**src/hw/nmf_pkg.sv**
```systemverilog
// constants shared by the navigation message framer
// Contract
// - data leaves at 50 bit/s, rate one-half coded, so 100 symbols/s
// - every message is exactly 300 bits, a six-second slot
// - each message ends in a 24-bit crc block over the message content
// - type 0 is the default; a failed message is replaced by it
// - a slot with no type assigned carries the default message
// - every message opens with the 8-bit preamble 10001011
// - a 6-bit transmitter identifier follows the preamble
// - a 6-bit message type follows the identifier, values 0 to 63
// - 17-bit time-of-week count of the next message start, units of 6 s
// - bit 38 is the alert flag
// - default message bits 39 to 276 alternate one-zero, crc still appended
package nmf_pkg;
    localparam int unsigned CLK_PERIOD_NS = 20;
    localparam int unsigned DATA_RATE_BPS = 50;
    localparam int unsigned FEC_SYM_PER_BIT = 2;
    localparam int unsigned SYM_RATE_SPS = DATA_RATE_BPS * FEC_SYM_PER_BIT;
    localparam int unsigned SYM_PERIOD_US = 1000000 / SYM_RATE_SPS;
    localparam int unsigned SYM_CYC_DEF = SYM_PERIOD_US * 1000 / CLK_PERIOD_NS;
    localparam int unsigned SYM_CNT_W = 20;

    localparam int unsigned MSG_BITS = 300;
    localparam int unsigned CRC_BITS = 24;
    localparam int unsigned BODY_BITS = MSG_BITS - CRC_BITS;
    localparam int unsigned PAYLOAD_BITS = 238;
    localparam int unsigned BIT_IDX_W = 9;
    localparam logic [BIT_IDX_W-1:0] LAST_BODY_IDX = 9'h113;
    localparam logic [BIT_IDX_W-1:0] LAST_MSG_IDX = 9'h12b;

    localparam logic [7:0] PREAMBLE = 8'h8b;
    localparam logic [5:0] DEFAULT_TYPE = 6'h00;
    localparam logic [PAYLOAD_BITS-1:0] DEFAULT_FILL = {119{2'b10}};

    localparam logic [CRC_BITS-1:0] CRC_POLY = 24'h864cfb;
    localparam logic [CRC_BITS-1:0] CRC_INIT = 24'h000000;
    localparam logic [6:0] FEC_G1 = 7'h79;
    localparam logic [6:0] FEC_G2 = 7'h5b;

    typedef enum logic [1:0] {
        NMF_LOAD,
        NMF_BODY,
        NMF_CRC
    } nmf_state_t;
endpackage

```
**src/hw/nmf_buf2.sv**
```systemverilog
// two-entry symbol buffer with valid/ready on both sides
`timescale 1ns/1ps
`default_nettype none
module nmf_buf2 #(
    parameter int unsigned W = 1
) (
    input wire logic mclk,
    input wire logic nrst,
    input wire logic in_valid,
    output logic in_ready,
    input wire logic [W-1:0] in_data,
    output logic out_valid,
    input wire logic out_ready,
    output logic [W-1:0] out_data
);
    logic [W-1:0] head_reg;
    logic [W-1:0] tail_reg;
    logic head_vld_reg;
    logic tail_vld_reg;
    wire push = in_valid & ~tail_vld_reg;
    wire pop = head_vld_reg & out_ready;

    assign in_ready = ~tail_vld_reg;
    assign out_valid = head_vld_reg;
    assign out_data = head_reg;

    always_ff @(posedge mclk or negedge nrst) begin
        if (!nrst) begin
            head_reg <= '0;
            tail_reg <= '0;
            head_vld_reg <= 1'b0;
            tail_vld_reg <= 1'b0;
        end else if (pop) begin
            // head drains; the tail or a fresh word moves up
            head_reg <= tail_vld_reg ? tail_reg : in_data;
            head_vld_reg <= tail_vld_reg | push;
            tail_vld_reg <= 1'b0;
        end else if (push && !head_vld_reg) begin
            head_reg <= in_data;
            head_vld_reg <= 1'b1;
        end else if (push) begin
            tail_reg <= in_data;
            tail_vld_reg <= 1'b1;
        end
    end
endmodule // nmf_buf2
`default_nettype wire

```
**src/hw/nmf_framer.sv**
```systemverilog
// navigation message framer: header, payload, crc and rate one-half coding
`timescale 1ns/1ps
`default_nettype none
module nmf_framer
    import nmf_pkg::*;
#(
    parameter int unsigned SYM_CYC = SYM_CYC_DEF
) (
    input wire logic mclk,
    input wire logic nrst,
    input wire logic [5:0] prn_id,
    input wire logic [16:0] tow_next,
    input wire logic alert,
    input wire logic slot_assigned,
    input wire logic slot_fail,
    input wire logic [5:0] slot_type,
    input wire logic [PAYLOAD_BITS-1:0] slot_payload,
    input wire logic sym_ready,
    output logic sym_data,
    output logic sym_valid,
    output logic msg_take,
    output logic [5:0] sent_type,
    output logic sent_default
);
    nmf_state_t state_reg;
    nmf_state_t state_next;
    logic [SYM_CNT_W-1:0] tick_cnt_reg;
    logic pend_reg;
    logic phase_reg;
    logic g2_hold_reg;
    logic [BIT_IDX_W-1:0] bit_idx_reg;
    logic [BODY_BITS-1:0] body_reg;
    logic [CRC_BITS-1:0] crc_reg;
    logic [5:0] conv_reg;
    logic msg_take_reg;
    logic [5:0] sent_type_reg;
    logic sent_default_reg;
    logic buf_ready;

    // symbol pacing: one symbol slot every SYM_CYC clocks
    wire tick = (tick_cnt_reg == SYM_CNT_W'(SYM_CYC - 1));
    wire in_load = (state_reg == NMF_LOAD);
    wire in_body = (state_reg == NMF_BODY);
    wire in_crc = (state_reg == NMF_CRC);
    wire sending = in_body | in_crc;
    wire emit = pend_reg & sending & buf_ready;
    // first symbol of a bit moves shifter, crc and coder; the second closes the bit
    wire first_sym = emit & ~phase_reg;
    wire bit_done = emit & phase_reg;
    wire body_end = bit_done & (bit_idx_reg == LAST_BODY_IDX);
    wire msg_end = bit_done & (bit_idx_reg == LAST_MSG_IDX);

    // default replaces a failed or unassigned slot
    wire use_default = ~slot_assigned | slot_fail;
    wire [5:0] load_type = use_default ? DEFAULT_TYPE : slot_type;
    wire [PAYLOAD_BITS-1:0] load_pay = use_default ? DEFAULT_FILL : slot_payload;
    // header fields after the preamble, one wire each
    wire [5:0] hdr_id = prn_id;
    wire [5:0] hdr_type = load_type;
    wire [16:0] hdr_tow = tow_next;
    wire hdr_alert = alert;
    // transmission order, msb first
    wire [BODY_BITS-1:0] load_body = {PREAMBLE, hdr_id, hdr_type, hdr_tow, hdr_alert,
        load_pay};

    // current data bit: body first, then the crc remainder
    wire cur_bit = in_crc ? crc_reg[CRC_BITS-1] : body_reg[BODY_BITS-1];
    wire crc_fb = crc_reg[CRC_BITS-1] ^ cur_bit;
    wire [CRC_BITS-1:0] crc_shift = {crc_reg[CRC_BITS-2:0], 1'b0};
    wire [CRC_BITS-1:0] crc_upd = crc_fb ? (crc_shift ^ CRC_POLY) : crc_shift;
    wire [BODY_BITS-1:0] body_shift = {body_reg[BODY_BITS-2:0], 1'b0};
    wire [CRC_BITS-1:0] crc_step = in_body ? crc_upd : crc_shift;
    wire [6:0] conv_win = {cur_bit, conv_reg};
    wire g1 = ^(conv_win & FEC_G1);
    wire g2 = ^(conv_win & FEC_G2);
    wire buf_data = phase_reg ? g2_hold_reg : g1;

    always_comb begin
        state_next = state_reg;
        case (state_reg)
            NMF_LOAD: state_next = NMF_BODY;
            NMF_BODY: begin
                if (body_end) begin
                    state_next = NMF_CRC;
                end
            end
            NMF_CRC: begin
                if (msg_end) begin
                    state_next = NMF_LOAD;
                end
            end
            default: state_next = NMF_LOAD;
        endcase
    end

    always_ff @(posedge mclk or negedge nrst) begin
        if (!nrst) begin
            state_reg <= NMF_LOAD;
        end else begin
            state_reg <= state_next;
        end
    end

    always_ff @(posedge mclk or negedge nrst) begin
        if (!nrst) begin
            tick_cnt_reg <= '0;
        end else begin
            tick_cnt_reg <= tick ? '0 : tick_cnt_reg + 1'b1;
        end
    end

    // a tick while one is already waiting merges with it
    always_ff @(posedge mclk or negedge nrst) begin
        if (!nrst) begin
            pend_reg <= 1'b0;
        end else begin
            pend_reg <= tick | (pend_reg & ~emit);
        end
    end

    always_ff @(posedge mclk or negedge nrst) begin
        if (!nrst) begin
            phase_reg <= 1'b0;
        end else if (in_load) begin
            phase_reg <= 1'b0;
        end else if (emit) begin
            phase_reg <= ~phase_reg;
        end
    end

    // second symbol of a bit comes from the window captured with the first
    always_ff @(posedge mclk or negedge nrst) begin
        if (!nrst) begin
            g2_hold_reg <= 1'b0;
        end else if (first_sym) begin
            g2_hold_reg <= g2;
        end
    end

    // bit count over the whole message: body bits, then crc bits
    always_ff @(posedge mclk or negedge nrst) begin
        if (!nrst) begin
            bit_idx_reg <= '0;
        end else if (in_load) begin
            bit_idx_reg <= '0;
        end else if (bit_done) begin
            bit_idx_reg <= bit_idx_reg + 1'b1;
        end
    end

    always_ff @(posedge mclk or negedge nrst) begin
        if (!nrst) begin
            body_reg <= '0;
        end else if (in_load) begin
            body_reg <= load_body;
        end else if (first_sym && in_body) begin
            body_reg <= body_shift;
        end
    end

    // crc clears per message; in the crc phase it only shifts its remainder out
    always_ff @(posedge mclk or negedge nrst) begin
        if (!nrst) begin
            crc_reg <= CRC_INIT;
        end else if (in_load) begin
            crc_reg <= CRC_INIT;
        end else if (first_sym) begin
            crc_reg <= crc_step;
        end
    end

    // coder memory runs on across messages
    always_ff @(posedge mclk or negedge nrst) begin
        if (!nrst) begin
            conv_reg <= '0;
        end else if (first_sym) begin
            conv_reg <= conv_win[6:1];
        end
    end

    // message-taken pulse, high for the one cycle after the load cycle
    always_ff @(posedge mclk or negedge nrst) begin
        if (!nrst) begin
            msg_take_reg <= 1'b0;
        end else begin
            msg_take_reg <= in_load;
        end
    end

    always_ff @(posedge mclk or negedge nrst) begin
        if (!nrst) begin
            sent_type_reg <= DEFAULT_TYPE;
        end else if (in_load) begin
            sent_type_reg <= load_type;
        end
    end

    always_ff @(posedge mclk or negedge nrst) begin
        if (!nrst) begin
            sent_default_reg <= 1'b0;
        end else if (in_load) begin
            sent_default_reg <= use_default;
        end
    end

    // stall by the receiver holds the coder, nothing is dropped
    nmf_buf2 #(
        .W(1)
    ) u_buf (
        .mclk(mclk),
        .nrst(nrst),
        .in_valid(emit),
        .in_ready(buf_ready),
        .in_data(buf_data),
        .out_valid(sym_valid),
        .out_ready(sym_ready),
        .out_data(sym_data)
    );

    assign msg_take = msg_take_reg;
    assign sent_type = sent_type_reg;
    assign sent_default = sent_default_reg;
endmodule // nmf_framer
`default_nettype wire

```
**config.mk**
```make
export PLATFORM = sky130hd
export DESIGN_NAME = nmf_framer
export DESIGN_NICKNAME = d
export VERILOG_FILES = /design/src/hw/nmf_pkg.sv /design/src/hw/nmf_buf2.sv /design/src/hw/nmf_framer.sv
export SDC_FILE = /design/constraint.sdc
export NUM_CORES = 1
export LEC_CHECK = 0
export BUFFER_PORTS_ARGS = -buffer_cell sky130_fd_sc_hd__buf_2
export CORE_MARGIN = 1.5
export CORE_UTILIZATION = 55
export DETAILED_ROUTE_END_ITERATION = 8
export GPL_TIMING_DRIVEN = 0
export PLACE_DENSITY = 0.9
export SETUP_SLACK_MARGIN = 0.5
export SYNTH_ARGS = -nofsm -noshare
export SYNTH_HDL_FRONTEND = slang
export SYNTH_SLANG_ARGS = --single-unit
```
**constraint.sdc**
```tcl
create_clock -name mclk -period 2.3 [get_ports mclk]
set_input_delay 0.46 -clock mclk [delete_from_list [all_inputs] [get_ports mclk]]
set_output_delay 0.46 -clock mclk [all_outputs]
set_load 0.02 [all_outputs]
```
---- Word-level counts from Yosys, hierarchy flattened ----
Cells that the tools add are included.
storage, ports and cells
  register bits after elaboration ......... 352
  bits of input ports ..................... 273
cells by class
  add/sub/neg operators ................... 2
  equality and inequality tests ........... 8
  multiplexer cells ....................... 26
  bitwise logic cells ..................... 21
  reductions and logical operators ........ 15
operators with widths
  cell                   count
  $mux 276               2
  $mux 238               1
  $mux 24                4
  $add 20x1->20 const B  1
  $eq 20x19->1 const B   1
  $mux 20                1
  $eq 9x9->1 const B     2
  $mux 9                 2
  $reduce_xor 7->1       2
  $not 13->13            1
  $mux 1                 12
  $reduce_bool 2->1      6
  $add 9x1->9 const B    1
  $and 1x1->1            9
  $mux 6                 1
  $ne 2x1->1 const B     3
  $not 1->1              6
  $pmux 2 s3             1
  $mux 2                 2
  $or 1x1->1             4
  $reduce_and 2->1       2
  $reduce_and 3->1       1
  $eq 2x1->1 const B     1
  $eq 2x2->1 const B     1
  other kinds (4)        5

---- Depth between registers and ports, before layout ----
  depth after elaboration ................. 8
  depth in mapped cells ................... 10
  gate-level depth less buffers ........... 6

---- By module ----
From an unflattened synthesis, not the netlist that was laid out.
second synthesis, totals
  cells, all modules ...................... 1571
  area, all modules ....................... 17291.6 µm²
modules (own cells, without submodules)
  module      instances  cells an instance  area each (µm²)
  nmf_framer  1          1553               17090.1
  nmf_buf2    1          18                 201.4

---- Worst setup path before layout ----
Ideal clock, no wire load.
  path type ............................... register to register
  from .................................... register state_reg[0]
  to ...................................... register body_reg[101]
  setup time .............................. 120 ps
  data arrival time ....................... 1905 ps
  data required time ...................... 2180 ps
  slack ................................... 275 ps
  cell stages (with the launch flop) ...... 11
  buffers on the path ..................... 4
  cell sequence ........................... dfrtp_1 > inv_1 > ha_1 > and4bb_1 > buf_2 > and2_1 > buf_6 > buf_6 > buf_6 > a21oi_1 > o2bb2ai_2
on the way
  word-level cells in the longest chain between the ends .. 7
ends and longest elaborated chain
  what                                             line                                source
  start, declared                                  nmf_framer.sv:25                    nmf_state_t state_reg;
  start signal, assigned                           nmf_framer.sv:100                   state_reg <= state_next;
  $eq 2x1->1 / $eq 2x2->1 (equally long branches)  nmf_framer.sv:43, nmf_framer.sv:44
  $or 1x1->1                                       nmf_framer.sv:45                    wire sending = in_body | in_crc;
  $and 1x1->1 (2 in a row)                         nmf_framer.sv:46                    wire emit = pend_reg & sending & buf_ready;
  $and 1x1->1                                      nmf_framer.sv:48                    wire first_sym = emit & ~phase_reg;
  $logic_and 1x1->1                                nmf_framer.sv:156                   end else if (first_sym && in_body) begin
  $reduce_bool 2->1 (no source line)               -
  end signal, assigned                             nmf_framer.sv:155                   body_reg <= load_body;
  end signal, assigned                             nmf_framer.sv:157                   body_reg <= body_shift;
  end, declared                                    nmf_framer.sv:32                    logic [BODY_BITS-1:0] body_reg;
Parallel ways exist; a longest one is shown, timed or not.
A chain may end at the register's enable or synchronous reset.

---- Final worst setup path ----
  from .................................... register state_reg[0]
  to ...................................... register body_reg[79]
Same word-level chain as after synthesis.

==> impl_metrics.tcl <==
set metrics [dict create \
    status "finished with violations" \
    violations "hold timing, setup timing" \
    die_w_um 179 \
    crit_fanout 10 \
    grt_setup_unrepaired "yes" \
    ys_seq_area_frac 0.516 \
    grt.overflow.total 0 \
    yosys_most_used_dff "dfrtp_1" \
    wl_per_cell_um 26.6 \
    synth_area_um2 17100 \
    grt_pass1_vias 14280 \
    via_count 15820 \
    final_max_slew_viol_count 0 \
    root_buffer "clkbuf_16" \
    setup_tns_ps -39.8 \
    initial_core_util 0.558 \
    skew_ps 20.2 \
    synthArstFlopShare 1.00 \
    cts_buffer_depth 3 \
    setup_ws_ps -39.8 \
    fin_cells 2399 \
    setup_viol 1 \
    clk_latency_ps 530 \
    crit_type "flip-flop to flip-flop" \
    p_per_area_nw_per_um2 570 \
    dieArea_um2 32100 \
    viasPerCell 6.59 \
    period_needed_ps 2340 \
    synth_edf_count 0 \
    finalHoldViolations 67 \
    drtIter0Drc 1673 \
    whs_ps -117 \
    path_cells "inv_2, ha_4, and4bb_1, buf_6, and2_4, buf_12, buf_12, buf_8, a21oi_2, o2bb2ai_2" \
    crit_path_start_kind "flip-flop" \
    cp_slowest_cell "dfrtp_1" \
    crit_top_cell "buf_12" \
    power_leakage_nw 10.2 \
    routabilityCongestion 0.877 \
    grt_pass1_wl_um 75400 \
    antenna_found_initial 9 \
    fin_util 0.779 \
    cts.clk_slew.worst_paths_ps 70 \
    antenna_left 0 \
    endpoint_kind "flip-flop" \
    ys_seq_elements 352 \
    place_ws_ps -465 \
    slew_headroom 0.540 \
    largest_reg_flops 276 \
    firstDrtPassIters 5 \
    drive_gt1_frac 0.474 \
    syn_nets 1851 \
    wirelength_um 63800 \
    max-cap-violations 0 \
    io_buffers 282 \
    required_ps 2710 \
    dp_cells 2253 \
    clock-sinks 352 \
    final_common_cell "dfrtp_1" \
    ios 283 \
    coreArea_um2 30600 \
    nets 2247 \
    netlist_instances 1572 \
    cts_tree "built" \
    max_freq_mhz 427 \
    yosys_warnings 0 \
    period_share 1.02 \
    die_h_um 179 \
    hold_class "primary input to asynchronous set/reset pin" \
    avgSynthCellArea_um2 10.9 \
    tightest_slew_ps 689 \
    num-fill-cells 1568 \
    area_delta_synth_final_pct 39.7 \
    layout_common_cells "dfrtp_1, buf_2, nand2_1, nor2_1, a2bb2oi_2" \
    drc_errors 0 \
    cp_data_arrival_time_ps 2750 \
    cts_buffers 38 \
    ys_types 52 \
    num_rows 64 \
    grt_max_degree 129 \
    grt_use_total 0.301 \
    hpwlAfterDp_um 33000 \
    cts.htree.levels 2 \
    cpPeakStageDelay_ps 420 \
    fin_total_pwr_mw 13.6 \
    vdd_drop_max_uv 485 \
]
[per-stage QoR]
| step | cell area, µm² | hold slack (ps) |
|---|---|---|
| final | 23800 | -117 |
| after global placement | 19200 | 452 |
| after global routing | 23800 | -77.9 |
| after detailed placement | 19300 | 452 |
| after CTS | 21300 | -88.0 |
| after floorplan | 17300 | 164 |
[cell usage after synthesis (all sizes together) (24+ instances only)]
cell / count / area share
dfrtp: 352 / 0.52
nand2: 220 / 0.048
a21oi: 148 / 0.051
nor2: 145 / 0.033
a2bb2oi: 124 / 0.064
o21bai: 124 / 0.055
o2bb2ai: 119 / 0.098
clkbuf: 72 / 0.016
buf: 61 / 0.030
o21ai: 40 / 0.012
mux2i: 27 / 0.016
xnor2: 24 / 0.012
[logic make-up after synthesis]
logic type | after synthesis | share of synthesized area
buffers and inverters | 144 | 0.0482
XOR/XNOR | 35 | 0.0196
multiplexers | 30 | 0.0178
AND/OR/NAND/NOR | 430 | 0.107
AO/OA/AOI/OAI | 575 | 0.287
flip-flops | 352 | 0.516
adder cells (fa/ha/maj) | 6 | 0.00440
[repair_timing]
action,CTS,global route
endpoints found under the setup margin,332,339
setup buffers,11,30
gates resized for setup,137,413
endpoints found under the hold margin,67,67
pin swaps,1,49
cloned,5,25
[where the power goes]
part / switching (mW) / leakage (nW) / internal (mW)
Sequential: 0.200 / 4.22 / 6.39
Combinational: 0.351 / 5.35 / 0.412
Clock: 2.68 / 0.598 / 3.55
Total: 3.24 / 10.2 / 10.3
[metal layers]
metal  global-route usage  vias up  wire length [µm]
met3               0.0585      363              6290
met1                0.383     7796             22700
met5                    0        -                52
met4                0.149        8              4270
li1                     -     6424                 -
met2                0.492     1229             30600
[area by class of cell]
type,instances,area (µm²),share of cell area
Buffer,133,1430,0.0601
Clock buffer,60,1140,0.0480
Multi-Input combinational cell,1076,9120,0.383
Sequential cell,352,8810,0.369
Timing Repair Buffer,356,2700,0.113
Clock inverter,9,82.6,0.00346
Tap cell,396,495,0.0208
Inverter,11,41.3,0.00173
Antenna cell,6,15.0,0.000630
[final timing paths]
check | start | endpoint | slack (ps) | cells after the start
setup / recovery | state_reg[0] | body_reg[79] | -40 | 10
hold / removal | nrst | body_reg[100] | -120 | 1
setup reg to reg | state_reg[0] | body_reg[79] | -40 | 10
hold reg to reg | tick_cnt_reg[19] | tick_cnt_reg[19] | 470 | 1
max in group asynchronous | nrst | body_reg[274] | 950 | 3
min in group mclk | prn_id[1] | body_reg[263] | 150 | 3
[worst max-delay path, delay by kind of cell (launching register included)]
kind | cells | cell delay [ps]
adders and majority gates | 1 | 210
DFF | 1 | 420
AOI/OAI and AO/OA | 2 | 500
buffers and inverters | 5 | 690
and+or+nand+nor | 2 | 390
Note: power is estimated with default switching activity, not from simulation.
